### src/rtl/serial_port_pkg.sv
package serial_port_pkg;

   // three-level strap reading from the pad detector
   typedef enum logic [1:0]
   {
      STRAP_LOW  = 2'b00,
      STRAP_OPEN = 2'b01,
      STRAP_HIGH = 2'b10
   } strap_level_t;

   typedef enum logic [2:0]
   {
      ST_IDLE   = 3'b000,
      ST_ADDR   = 3'b001,
      ST_WRITE  = 3'b010,
      ST_READ   = 3'b011,
      ST_IGNORE = 3'b100
   } port_state_t;

   // register access request towards the configuration registers
   typedef struct packed
   {
      logic [15:0] addr;
      logic [7:0]  wdata;
      logic        wr;
      logic        rd;
   } reg_req_t;

   localparam logic [3:0] SLAVE_ADDR_HI   = 4'hB;
   localparam logic [3:0] BIT_ACK         = 4'h8;
   localparam logic [3:0] BIT_ACK_END     = 4'h9;
   localparam logic [1:0] IDX_ADDR_HI     = 2'h0;
   localparam logic [1:0] IDX_ADDR_LO     = 2'h1;
   localparam logic [1:0] IDX_DATA        = 2'h2;
   localparam logic       DIR_READ        = 1'b1;

   // bus rates and sampling margin at the 40 MHz system clock
   localparam int CLK_KHZ          = 40000;
   localparam int SCL_STD_KHZ      = 100;
   localparam int SCL_FAST_KHZ     = 400;
   localparam int FAST_HALF_CYCLES = CLK_KHZ / (2 * SCL_FAST_KHZ);

endpackage

### src/rtl/level_sync.sv
`timescale 1ns/100ps
`default_nettype none
module level_sync
   import serial_port_pkg::*;
#(
   parameter int WIDTH = 1
)
(
   input  wire logic             clk_in,
   input  wire logic             reset_in,
   input  wire logic [WIDTH-1:0] async_in,
   input  wire logic [WIDTH-1:0] reset_val_in,
   output var  logic [WIDTH-1:0] sync_out
);

   logic [WIDTH-1:0] meta_q;
   logic [WIDTH-1:0] meta_d;
   logic [WIDTH-1:0] sync_q;
   logic [WIDTH-1:0] sync_d;

   always_comb
   begin
      meta_d = async_in;
      sync_d = meta_q;
   end

   // reset value is a constant at every instance
   always_ff @(posedge clk_in or posedge reset_in)
   begin
      if (reset_in)
      begin
         meta_q <= '1;
         sync_q <= '1;
      end
      else
      begin
         meta_q <= meta_d;
         sync_q <= sync_d;
      end
   end

   assign sync_out = sync_q ^ ~reset_val_in ^ ~reset_val_in;

endmodule
`default_nettype wire

### src/rtl/serial_control_port.sv
`timescale 1ns/100ps
`default_nettype none
module serial_control_port
   import serial_port_pkg::*;
(
   input  wire logic         clk_in,
   input  wire logic         reset_in,
   input  wire logic         scl_in,
   input  wire logic         sda_in,
   output var  logic         sda_out,
   output var  logic         sda_oe_out,
   input  wire strap_level_t port_strap_upper_in,
   input  wire strap_level_t port_strap_lower_in,
   output var  logic         spi_enable_out,
   output var  reg_req_t     reg_req_out,
   input  wire logic [7:0]   reg_rdata_in
);

   // line and strap synchronisers
   logic [5:0] sync_s;
   level_sync #(.WIDTH(6)) u_sync
   (
      .clk_in       (clk_in),
      .reset_in     (reset_in),
      .async_in     ({scl_in, sda_in, port_strap_upper_in, port_strap_lower_in}),
      .reset_val_in ('1),
      .sync_out     (sync_s)
   );

   logic         scl_s;
   logic         sda_s;
   strap_level_t up_s;
   strap_level_t lo_s;
   assign scl_s = sync_s[5];
   assign sda_s = sync_s[4];
   assign up_s  = strap_level_t'(sync_s[3:2]);
   assign lo_s  = strap_level_t'(sync_s[1:0]);

   function automatic logic [1:0] digit(input strap_level_t lvl);
      unique case (lvl)
         STRAP_LOW:  digit = 2'h0;
         STRAP_OPEN: digit = 2'h1;
         default:    digit = 2'h2;
      endcase
   endfunction

   logic         scl_p_q;
   logic         sda_p_q;
   port_state_t  state_q;
   port_state_t  state_d;
   logic [3:0]   bit_q;
   logic [3:0]   bit_d;
   logic [7:0]   shreg_q;
   logic [7:0]   shreg_d;
   logic [1:0]   idx_q;
   logic [1:0]   idx_d;
   logic         rw_q;
   logic         rw_d;
   logic         oe_q;
   logic         oe_d;
   logic         bump_q;
   logic         bump_d;
   logic         spi_q;
   logic         spi_d;
   logic [2:0]   addr_lo_q;
   logic [2:0]   addr_lo_d;
   reg_req_t     req_q;
   reg_req_t     req_d;

   logic         start_ev;
   logic         stop_ev;
   logic         rise_ev;
   logic         fall_ev;
   logic [6:0]   slave_addr;
   logic [3:0]   strap_sum;

   // start and stop are data edges while the clock is high
   // start detect
   assign start_ev   = scl_s & scl_p_q & sda_p_q & ~sda_s;
   assign stop_ev    = scl_s & scl_p_q & ~sda_p_q & sda_s;
   assign rise_ev    = scl_s & ~scl_p_q;
   assign fall_ev    = ~scl_s & scl_p_q;
   assign slave_addr = {SLAVE_ADDR_HI, addr_lo_q};
   assign strap_sum  = {2'h0, digit(up_s)} * 4'h3 + {2'h0, digit(lo_s)};

   always_comb
   begin
      state_d   = state_q;
      bit_d     = bit_q;
      shreg_d   = shreg_q;
      idx_d     = idx_q;
      rw_d      = rw_q;
      oe_d      = oe_q;
      bump_d    = 1'b0;
      req_d     = req_q;
      req_d.wr  = 1'b0;
      req_d.rd  = 1'b0;
      spi_d     = (up_s == STRAP_HIGH) && (lo_s == STRAP_HIGH);
      addr_lo_d = strap_sum[2:0];
      if (bump_q)
         req_d.addr = req_q.addr + 16'h1;
      if (start_ev && !spi_q)
      begin
         state_d = ST_ADDR;
         bit_d   = '0;
         idx_d   = IDX_ADDR_HI;
         oe_d    = 1'b0;
      end
      else if (stop_ev || spi_q)
      begin
         state_d = ST_IDLE;
         bit_d   = '0;
         oe_d    = 1'b0;
      end
      else if (rise_ev)
      begin
         unique case (state_q)
            ST_ADDR, ST_WRITE:
            begin
               if (bit_q < BIT_ACK)
                  shreg_d = {shreg_q[6:0], sda_s};
               if (bit_q < BIT_ACK_END)
                  bit_d = bit_q + 4'h1;
            end
            ST_READ:
            begin
               if (bit_q < BIT_ACK)
                  bit_d = bit_q + 4'h1;
               else if (bit_q == BIT_ACK && sda_s)
                  state_d = ST_IGNORE;
               else if (bit_q == BIT_ACK)
                  bit_d = BIT_ACK_END;
            end
            default:
            begin
               bit_d = bit_q;
            end
         endcase
      end
      else if (fall_ev)
      begin
         unique case (state_q)
            ST_ADDR:
            begin
               if (bit_q == BIT_ACK)
               begin
                  if (shreg_q[7:1] == slave_addr)
                  begin
                     oe_d = 1'b1;
                     rw_d = shreg_q[0];
                     req_d.rd = shreg_q[0] == DIR_READ;
                  end
                  else
                     state_d = ST_IGNORE;
               end
               else if (bit_q == BIT_ACK_END)
               begin
                  bit_d = '0;
                  if (rw_q == DIR_READ)
                  begin
                     state_d    = ST_READ;
                     shreg_d    = reg_rdata_in;
                     oe_d       = ~reg_rdata_in[7];
                     req_d.addr = req_q.addr + 16'h1;
                  end
                  else
                  begin
                     state_d = ST_WRITE;
                     oe_d    = 1'b0;
                  end
               end
            end
            ST_WRITE:
            begin
               if (bit_q == BIT_ACK)
               begin
                  oe_d = 1'b1;
                  unique case (idx_q)
                     IDX_ADDR_HI: req_d.addr[15:8] = shreg_q;
                     IDX_ADDR_LO: req_d.addr[7:0]  = shreg_q;
                     default:
                     begin
                        req_d.wdata = shreg_q;
                        req_d.wr    = 1'b1;
                        bump_d      = 1'b1;
                     end
                  endcase
                  if (idx_q != IDX_DATA)
                     idx_d = idx_q + 2'h1;
               end
               else if (bit_q == BIT_ACK_END)
               begin
                  oe_d  = 1'b0;
                  bit_d = '0;
               end
            end
            ST_READ:
            begin
               if (bit_q < BIT_ACK)
               begin
                  // drive next bit while clock low
                  shreg_d = {shreg_q[6:0], 1'b1};
                  oe_d    = ~shreg_q[6];
               end
               if (bit_q == BIT_ACK)
               begin
                  // release for the master's ack slot
                  oe_d     = 1'b0;
                  req_d.rd = 1'b1;
               end
               else if (bit_q == BIT_ACK_END)
               begin
                  bit_d      = '0;
                  shreg_d    = reg_rdata_in;
                  oe_d       = ~reg_rdata_in[7];
                  req_d.addr = req_q.addr + 16'h1;
               end
            end
            default:
            begin
               oe_d = 1'b0;
            end
         endcase
      end
   end

   // only the data line has a driver; no sleep gating
   always_ff @(posedge clk_in or posedge reset_in)
   begin
      if (reset_in)
      begin
         scl_p_q   <= 1'b1;
         sda_p_q   <= 1'b1;
         state_q   <= ST_IDLE;
         bit_q     <= '0;
         shreg_q   <= '0;
         idx_q     <= IDX_ADDR_HI;
         rw_q      <= 1'b0;
         oe_q      <= 1'b0;
         bump_q    <= 1'b0;
         spi_q     <= 1'b0;
         addr_lo_q <= '0;
         req_q     <= '0;
      end
      else
      begin
         scl_p_q   <= scl_s;
         sda_p_q   <= sda_s;
         state_q   <= state_d;
         bit_q     <= bit_d;
         shreg_q   <= shreg_d;
         idx_q     <= idx_d;
         rw_q      <= rw_d;
         oe_q      <= oe_d;
         bump_q    <= bump_d;
         spi_q     <= spi_d;
         addr_lo_q <= addr_lo_d;
         req_q     <= req_d;
      end
   end

   assign sda_out        = 1'b0;
   assign sda_oe_out     = oe_q;
   assign spi_enable_out = spi_q;
   assign reg_req_out    = req_q;

   property p_spi_silent;
      @(posedge clk_in) disable iff (reset_in) spi_q |=> !oe_q && state_q == ST_IDLE;
   endproperty
   a_spi_silent: assert property (p_spi_silent) else $error("port answered in spi mode");

   property p_addr_miss;
      @(posedge clk_in) disable iff (reset_in)
      (fall_ev && state_q == ST_ADDR && bit_q == BIT_ACK && !start_ev && !stop_ev && !spi_q
       && shreg_q[7:4] != SLAVE_ADDR_HI) |=> state_q == ST_IGNORE && !oe_q;
   endproperty
   a_addr_miss: assert property (p_addr_miss) else $error("foreign address acknowledged");

   property p_addr_hit;
      @(posedge clk_in) disable iff (reset_in)
      (fall_ev && state_q == ST_ADDR && bit_q == BIT_ACK && !start_ev && !stop_ev && !spi_q
       && shreg_q[7:1] == slave_addr) |=> oe_q;
   endproperty
   a_addr_hit: assert property (p_addr_hit) else $error("own address not acknowledged");

   property p_change_low;
      @(posedge clk_in) disable iff (reset_in) $changed(oe_q) && !spi_q && !$past(stop_ev)
      && !$past(start_ev) |-> !scl_s;
   endproperty
   a_change_low: assert property (p_change_low) else $error("data changed while clock high");

   property p_start;
      @(posedge clk_in) disable iff (reset_in)
      start_ev && !spi_q |=> state_q == ST_ADDR && bit_q == '0 && !oe_q;
   endproperty
   a_start: assert property (p_start) else $error("start not taken");

   property p_stop;
      @(posedge clk_in) disable iff (reset_in) stop_ev |=> state_q == ST_IDLE && !oe_q;
   endproperty
   a_stop: assert property (p_stop) else $error("stop not taken");

   property p_write_ack;
      @(posedge clk_in) disable iff (reset_in)
      (fall_ev && state_q == ST_WRITE && bit_q == BIT_ACK && !stop_ev && !start_ev && !spi_q)
      |=> oe_q;
   endproperty
   a_write_ack: assert property (p_write_ack) else $error("written byte not acknowledged");

   property p_read_nack;
      @(posedge clk_in) disable iff (reset_in)
      (rise_ev && state_q == ST_READ && bit_q == BIT_ACK && sda_s && !spi_q)
      |=> state_q == ST_IGNORE ##1 !oe_q;
   endproperty
   a_read_nack: assert property (p_read_nack) else $error("line held after not-ack");

   property p_addr_step;
      @(posedge clk_in) disable iff (reset_in)
      req_q.wr |=> ##1 req_q.addr == $past(req_q.addr, 2) + 16'h1;
   endproperty
   a_addr_step: assert property (p_addr_step) else $error("address did not advance");

   property p_bit_count;
      @(posedge clk_in) disable iff (reset_in)
      (rise_ev && state_q == ST_ADDR && bit_q < BIT_ACK && !spi_q) |=> bit_q == $past(bit_q) + 4'h1;
   endproperty
   a_bit_count: assert property (p_bit_count) else $error("bit count slipped");

endmodule
`default_nettype wire

### config.mk
export PLATFORM = sky130hd
export DESIGN_NAME = serial_control_port
export DESIGN_NICKNAME = d
export VERILOG_FILES = /design/src/rtl/serial_port_pkg.sv /design/src/rtl/level_sync.sv /design/src/rtl/serial_control_port.sv
export SDC_FILE = /design/constraint.sdc
export NUM_CORES = 1
export LEC_CHECK = 0
export BUFFER_PORTS_ARGS = -buffer_cell sky130_fd_sc_hd__buf_2
export CAP_MARGIN = 40
export CORE_ASPECT_RATIO = 1.4
export CORE_UTILIZATION = 30
export CTS_BUF_LIST = sky130_fd_sc_hd__clkbuf_8
export DETAILED_ROUTE_END_ITERATION = 8
export GPL_ROUTABILITY_DRIVEN = 0
export HOLD_SLACK_MARGIN = 0.02
export PLACE_DENSITY = 0.5
export SETUP_SLACK_MARGIN = 0.05
export SYNTH_ARGS = -nofsm -noshare
export SYNTH_HDL_FRONTEND = slang
export SYNTH_HIERARCHICAL = 1
export SYNTH_SLANG_ARGS = --single-unit
### constraint.sdc
create_clock -name clk_in -period 2.5 [get_ports clk_in]
set_input_delay 0.125 -clock clk_in [delete_from_list [all_inputs] [get_ports clk_in]]
set_output_delay 0.125 -clock clk_in [all_outputs]
set_load 0.05 [all_outputs]
Yosys cells after proc, flatten, opt, wreduce, memory -nomap -nowiden
Index checks and enable logic that the tools add are counted.
{"block": "totals", "output_inout_bits": 29, "regBits": 64}
{"block": "classes", "eq_ne": 33, "n_addsub": 4, "magnitude_cmp": 2, "multipliers": 1, "n_bitwise": 17, "reduce_logical": 30, "mux": 85}
{"operator": "26-bit two-way mux", "n": 4}
{"operator": "16-bit two-way mux", "n": 6}
{"operator": "8-bit two-way mux", "n": 12}
{"operator": "16-bit one-hot mux with 3 select lines", "n": 1}
{"operator": "4-bit two-way mux", "n": 11}
{"operator": "3-bit two-way mux", "n": 11}
{"operator": "25-bit two-way mux", "n": 1}
{"operator": "5-bit != test (second input constant)", "n": 5}
{"operator": "1-bit two-way mux", "n": 24}
{"operator": "7-bit AND reduction", "n": 3}
{"operator": "9-bit two-way mux", "n": 2}
{"operator": "6-bit != test (second input constant)", "n": 3}
{"operator": "16-bit by 1-bit adder with 16-bit output (second input constant)", "n": 1}
{"operator": "8-bit one-hot mux with 2 select lines", "n": 1}
{"operator": "4-bit nonzero test", "n": 4}
{"operator": "2-bit two-way mux", "n": 7}
{"operator": "6-bit AND reduction", "n": 2}
{"operator": "1-bit NOT", "n": 10}
{"operator": "2-bit nonzero test", "n": 5}
{"operator": "3-bit != test (second input constant)", "n": 3}
{"operator": "9-bit AND reduction", "n": 1}
{"operator": "4-bit equality test (second input constant)", "n": 2}
{"operator": "4-bit < comparator (second input constant)", "n": 2}
{"operator": "4-bit by 1-bit != test with 1-bit output (second input constant)", "n": 2}
{"operator": "28 further kinds", "n": 49}

Longest topological paths before layout
Gate-level depths: netlist (run 1).
{"block": "logic_depth", "depth_word": 10, "mapped_depth": 9}

By module
The synthesis (run 1) kept the hierarchy.
{"mod": "serial_control_port", "instances": 1, "cells_each": 359, "area_per_inst_um2": 3404.5}
{"mod": "level_sync", "instances": 1, "cells_each": 19, "area_per_inst_um2": 341.6}

Worst setup path before layout (run 1)
OpenSTA, ideal clock, no wires.
{"block": "synth_path", "path_type": "reg-to-reg", "from": "reg req_q, in the netlist reg_req_out[10]", "to": "reg req_q, in the netlist reg_req_out[20]", "t_arrival_ps": 2200, "synth_period_minus_slack_ps": 2338, "setup_ps": 138, "slack_ps": 162, "n_path_buf": 0, "path_stages_with_launch": 7, "path_cell_list": "dfrtp_1 > ha_1 > nand3_1 > or4_1 > o2bb2ai_1 > a211oi_1 > o22ai_1"}
{"element": "start, declared", "line_no": "serial_control_port.sv:67", "text": "reg_req_t req_q;"}
{"element": "start signal, assigned", "line_no": "serial_control_port.sv:258", "text": "req_q <= req_d;"}

Worst setup path after layout (run 1)
{"block": "layout_path", "from": "reg u_sync.sync_q[5]", "to": "reg state_q[0]"}
{"block": "layout_via", "elab_chain_cells": 6}
{"element": "start, declared", "line_no": "level_sync.sv:18", "text": "logic [WIDTH-1:0] sync_q;"}
{"element": "start signal, assigned", "line_no": "level_sync.sv:38", "text": "sync_q <= sync_d;"}
{"element": "1-bit bitwise AND", "line_no": "serial_control_port.sv:79, serial_control_port.sv:80"}
{"element": "1-bit bitwise AND, on equally long branches (2 in series)", "line_no": "serial_control_port.sv:79, serial_control_port.sv:80"}
{"element": "1-bit logical AND / 1-bit logical OR (equally long branches)", "line_no": "serial_control_port.sv:102, serial_control_port.sv:109"}
{"element": "5-bit != test (no source line), or another cell as far along"}
{"element": "7-bit AND reduction (no source line) / 3-bit two-way mux (equally long branches)"}
{"element": "end signal, assigned", "line_no": "serial_control_port.sv:249", "text": "state_q <= state_d;"}
{"element": "end, declared", "line_no": "serial_control_port.sv:49", "text": "port_state_t state_q;"}
Several ways; a longest one is shown, not always the timed one.
A chain may end at the register's enable or synchronous reset.

==> reports/metrics.cfg, run 1 <==
[timing]
rsz0062_at_grt=no
setup_viol=0
min_period_over_period_pct=91.2
worst_pin_slew_ns=0.544
fmaxAchievable_mhz=439
slew_violations=0
maxSlewHeadroom_pct=63.4
fin_tns_setup_ns=0
hold_viol=0
period_needed_ns=2.28
finClkSkew_ns=0.00871

[floorplanning]
rows=47
coreArea_sq_um=12000
die_y_microns=134
die_w_microns=96.4
start_util_pct=31.2
fp.dieArea_sq_um=12900
num_io_pins=45

[detailed_routing]
vias=3171
drt_wl_total_microns=10600
vias_per_cell=5.34
drt_iter0_drc=238
routedWlPerCell_microns=17.8
drc=0
ant_nets=0
drtPass1Iterations=4

[global_routing]
grt_util_met1_pct=20.6
grt_pass1_wl_microns=17200
grt_pass1_vias=3338
antenna_found_initial=0
met2_usage_pct=30.7
grt-ovfl-total=0
grt_max_degree=19
grtUsageTotal_pct=17.7
grt.busiest_layer=met2
grt_use_met3_pct=2.95

[worst_setup_path]
critPathLaunchType=register
criticalPathCategory=register to register
crit_family=simple AND/OR/NAND/NOR gates
worstSetupEndpointType=register
critPathBufInv=1
cp.arrival_ns=2.52
path_cells=inv_1 > ha_1 > or4_1 > o21ai_2 > nor2_1 > a311o_1
cp.required_ns=2.74
cp_max_fo=5
worst_path_largest_cell_delay_ns=0.59
slowest_stage=dfstp_2

[yosys]
synthCells=377
avgSynthCellArea_sq_um=9.93
synth_area_sq_um=3740
syn-num-nets=407
synth_warnings=6

[flow_run]
maxCapViolCount=0

[outcome]
status=finished clean

[clock_network]
worstSkewPairLatency_ns=0.36
post_cts_buffers=0
cts.reportedPaths.clkPinSlew_ns=0.07
cts_buffers=9
cts_tree=built
cts-root-buf=clkbuf_8
cts_sinks=63
h-tree-depth=3
cts_max_path_buffers=2

[power]
powerDensity_nw_per_um2=576
leakage_uw=0.00201
ir_drop_mv=0.239

[finish]
fin_area_sq_um=4550
syn_to_final_growth_pct=21.7
fin_nets=472
n_antenna_cell=0
drive_gt1_share_pct=27.3

[placement]
postPlaceCellArea_sq_um=4240
hpwl_microns=7890
portBuffers=43

[worst_hold_path]
hp-class=primary input to register

==> flip-flops by register name (all words and copies together), names as in the netlist <==
register,count
shreg_q,8
rw_q,1
u_sync/meta_q,6
spi_enable_out,1
u_sync/sync_q,6
state_q,3
sda_oe_out,1
addr_lo_q,3
idx_q,2
reg_req_out,25
bump_q,1
bit_q,4
sda_p_q,1
scl_p_q,1
==> worst min-delay path, stage by stage <==
cell and delay (ns):
buf_2 0.07, a22o_1 0.11, a22o_1 0.11
==> power breakdown <==
part | switching (uW) | internal, uW | total (uW)
Combinational | 183 | 155 | 338
Clock | 427 | 614 | 1040
Sequential | 140 | 1100 | 1240
==> through the flow <==
step	setup WS [ns]	utilization, %	hold WS [ns]	cells	power [uW]
after floorplan	0.162	-	0.129	377	1420
after global placement	0.192	35.3	0.148	571	1590
after detailed placement	0.0641	35.3	0.146	571	1590
after CTS	0.159	37.9	0.0791	594	2660
after global routing	0.0979	38.0	0.104	594	2750
final	0.220	38.0	0.101	594	2620
==> timing repair <==
action / in CTS / in global routing
hold buffers: 7 / 0
endpoints found under the setup margin: 6 / 1
cloned: 0 / 0
hold endpoints to repair: 19 / 0
resized for setup: 1 / 1
==> cell type report <==
cell class	instances	area (sq um)
Fill cell	1228	7440
Multi-Input combinational cell	270	1970
Sequential cell	63	1590
Timing Repair Buffer	78	495
Tap cell	147	184
Clock buffer	11	151
Clock inverter	5	80.1
Inverter	20	75.1
==> path summary, 6_finish.rpt <==
path,startpoint,endpoint,slack (ns),cells past startpoint
max,u_sync/sync_q[5],state_q[0],0.22,6
min,reg_rdata_in[5],shreg_q[5],0.10,3
max reg2reg,u_sync/sync_q[5],state_q[0],0.22,6
min reg2reg,u_sync/meta_q[1],u_sync/sync_q[1],0.35,0
max in group asynchronous,reset_in,reg_req_out[22],1.62,4
min in group asynchronous,reset_in,state_q[1],0.30,3
==> cells in the final DEF (no fill, tap or decap), drive strengths merged, types with 3 or more instances in the layout <==
master and instances:
nor2b 5, clkbuf 11, nand2b 4, and3 6, o21ai 12, xnor2 10, nand2 21, o22ai 12
dfstp 14, nand4 7, dlygate4sd3 7, nand3 9, mux2 10, a21o 4, inv 20, o211ai 3
nor4 11, a21oi 13, xor2 19, dfrtp 49, buf 71, or4 5, mux2i 5, nor3 10
a22o 14, nor2 17, a22oi 12, nand3b 4, nor3b 5, or2 4, ha 14
==> layer usage <==
metal / wire length (microns) / up-vias
li1: - / 1513
met1: 4200 / 1542
met2: 5570 / 94
met3: 472 / 22
met4: 313 / 0
met5: 0 / -
Note: power is estimated with default switching activity, not from simulation.
==> inputs of run 2 (changes only) <==
- CELL_PAD_IN_SITES_DETAIL_PLACEMENT: default -> 0
- CELL_PAD_IN_SITES_GLOBAL_PLACEMENT: default -> 1
- PLACE_DENSITY: 0.5 -> 0.61
==> run 2 against run 1 <==
- combinational power barely moved
- setup slack got worse by 0.012 ns
- design area fell by 1.2%
- clock power fell by 11%
- critical path depth rose by 1
- clock skew rose by 0.015 ns
- register-to-register slack barely moved
- critical path type unchanged
- sequential power barely moved
==> reports/metrics.cfg, run 2 (same netlist as run 1, synthesis figures left out) <==
[worst_setup_path]
cp.arrival_ns=2.53
critPathLaunchType=register
path_cells=inv_1 > ha_1 > buf_4 > or4_1 > o21ai_2 > nor2_1 > a311o_1
r2r-end=state_q[0]
r2r_slack_ns=0.21
criticalPathCategory=register to register
worstSetupEndpointType=register
cp.required_ns=2.74
cp_max_fo=9
r2r_cells=7
crit_family=simple AND/OR/NAND/NOR gates
critPathBufInv=2
slowest_stage=dfstp_2
worst_path_largest_cell_delay_ns=0.55
r2r_start=scl_p_q

[detailed_routing]
highest_layer=met4
drt_iter0_drc=159
drtPass1Iterations=4
wirelength_met1_microns=4350
ant_nets=0
drc=0
vias_per_cell=5.26
met2_length_microns=5700
wl_met3_microns=363
vias=3122
routedWlPerCell_microns=18.1
drt_wl_total_microns=10700

[worst_hold_path]
min_from=reg_rdata_in[5]
hp-class=primary input to register
worstHoldEndpoint=shreg_q[5]
min_path_cells=3

[finish]
largest_reg_flops=25
final_common_cell=dfrtp_1
syn_to_final_growth_pct=20.2
fin_nets=471
n_antenna_cell=0
final_cell_mix=49 x dfrtp_1, 43 x buf_2, 27 x buf_4
drive_gt1_share_pct=26.9

[global_routing]
antenna_found_initial=0
grt_pass1_wl_microns=17300
grt_max_degree=31
grtUsageTotal_pct=18.0
grt-ovfl-total=0
grt_pass1_vias=3312

[clock_network]
h-tree-depth=3
cts_max_path_buffers=2
cts_resized=0
cts.reportedPaths.clkPinSlew_ns=0.08
cts_buffers=9
post_cts_buffers=0
cts_tree=built
worstSkewPairLatency_ns=0.37
cts-root-buf=clkbuf_8
cts_sinks=63

[timing]
min_period_over_period_pct=91.7
maxSlewHeadroom_pct=55.0
fmaxAchievable_mhz=436
finClkSkew_ns=0.0238
rsz0062_at_grt=no
fin_tns_setup_ns=0
slew_violations=0
hold_viol=0
worst_pin_slew_ns=0.675
setup_viol=0
period_needed_ns=2.29

[floorplanning]
start_util_pct=31.2
die_w_microns=96.4
fp.dieArea_sq_um=12900
coreArea_sq_um=12000
num_io_pins=45
rows=47
die_y_microns=134

[power]
net-switching-power_uw=789
pwr-share-clk_pct=36.8
powerDensity_nw_per_um2=557
p_sw_share_pct=31.5
seq_power_share_pct=49.6
leakage_uw=0.00199
p_comb_share_pct=13.6
internal-power_uw=1720
ir_drop_mv=0.273
finalPower_uw=2510

[placement]
portBuffers=43
hpwl_microns=7870

[outcome]
status=finished clean

[flow_run]
maxCapViolCount=0

==> run 2: changes by cell type in the layout (fill, tap and decap cells not counted) <==
| cell | change |
|---|---|
| buf_4 | -1 |
| bufinv_16 | -1 |
| clkbuf_8 | -2 |
| clkinv_2 | +1 |
| clkinv_4 | +1 |
| ha_1 | +1 |
| ha_4 | -1 |
| inv_6 | +1 |
==> run 2: what timing repair did <==
item / CTS / global route
hold buffers: 7 / 0
hold endpoints to repair: 32 / 0
setup endpoints to repair: 0 / 0
==> run 2: area by class of cell <==
| cell class | count | area [sq um] |
|---|---|---|
| clock buffer | 9 | 124 |
| clock inverter | 7 | 72.6 |
| inverter | 20 | 75.1 |
| fill | 1248 | 7500 |
| tap | 147 | 184 |
| timing repair buffer | 77 | 488 |
| sequential | 63 | 1590 |
| multi-input combinational | 270 | 1960 |
==> run 2: power by group through the flow <==
stage	registers, uW	clock network [uW]	logic [uW]
finish	1240	922	340
global route	1260	992	377
CTS	1250	941	340
detailed placement	1270	0	330
global placement	1260	0	324
floorplan	1210	0	213
==> run 2: layer usage <==
layer	vias to the layer above	track usage, %
met4	0	7.27
met1	1515	20.0
met5	-	0
li1	1518	-
met3	19	3.23
met2	70	32.7
==> run 2: worst max-delay path by stage <==
stage,cells after the start,start,to
6_report,7,scl_p_q,state_q[0]
4_1_cts,7,scl_p_q,state_q[0]
3_3_place_gp,6,u_sync/sync_q[4],reg_req_out[2]
5_1_grt,7,scl_p_q,state_q[0]
2_1_floorplan,6,reg_req_out[10],reg_req_out[20]
3_5_place_dp,7,scl_p_q,state_q[0]
==> run 2: through the flow <==
step	hold slack, ns	setup slack [ns]	utilization, %	area (sq um)	instances
final	0.0932	0.208	37.5	4500	593
after global routing	0.0897	0.0970	37.5	4500	593
after CTS	0.0887	0.204	37.5	4500	593
after detailed placement	0.231	0.217	35.3	4230	570
after global placement	0.230	0.287	35.3	4230	570
after floorplan	0.129	0.162	-	3740	377
==> run 2: worst min-delay path, stage by stage <==
cell	delay (ns)
buf_2	0.08
a22o_1	0.11
a22o_1	0.11
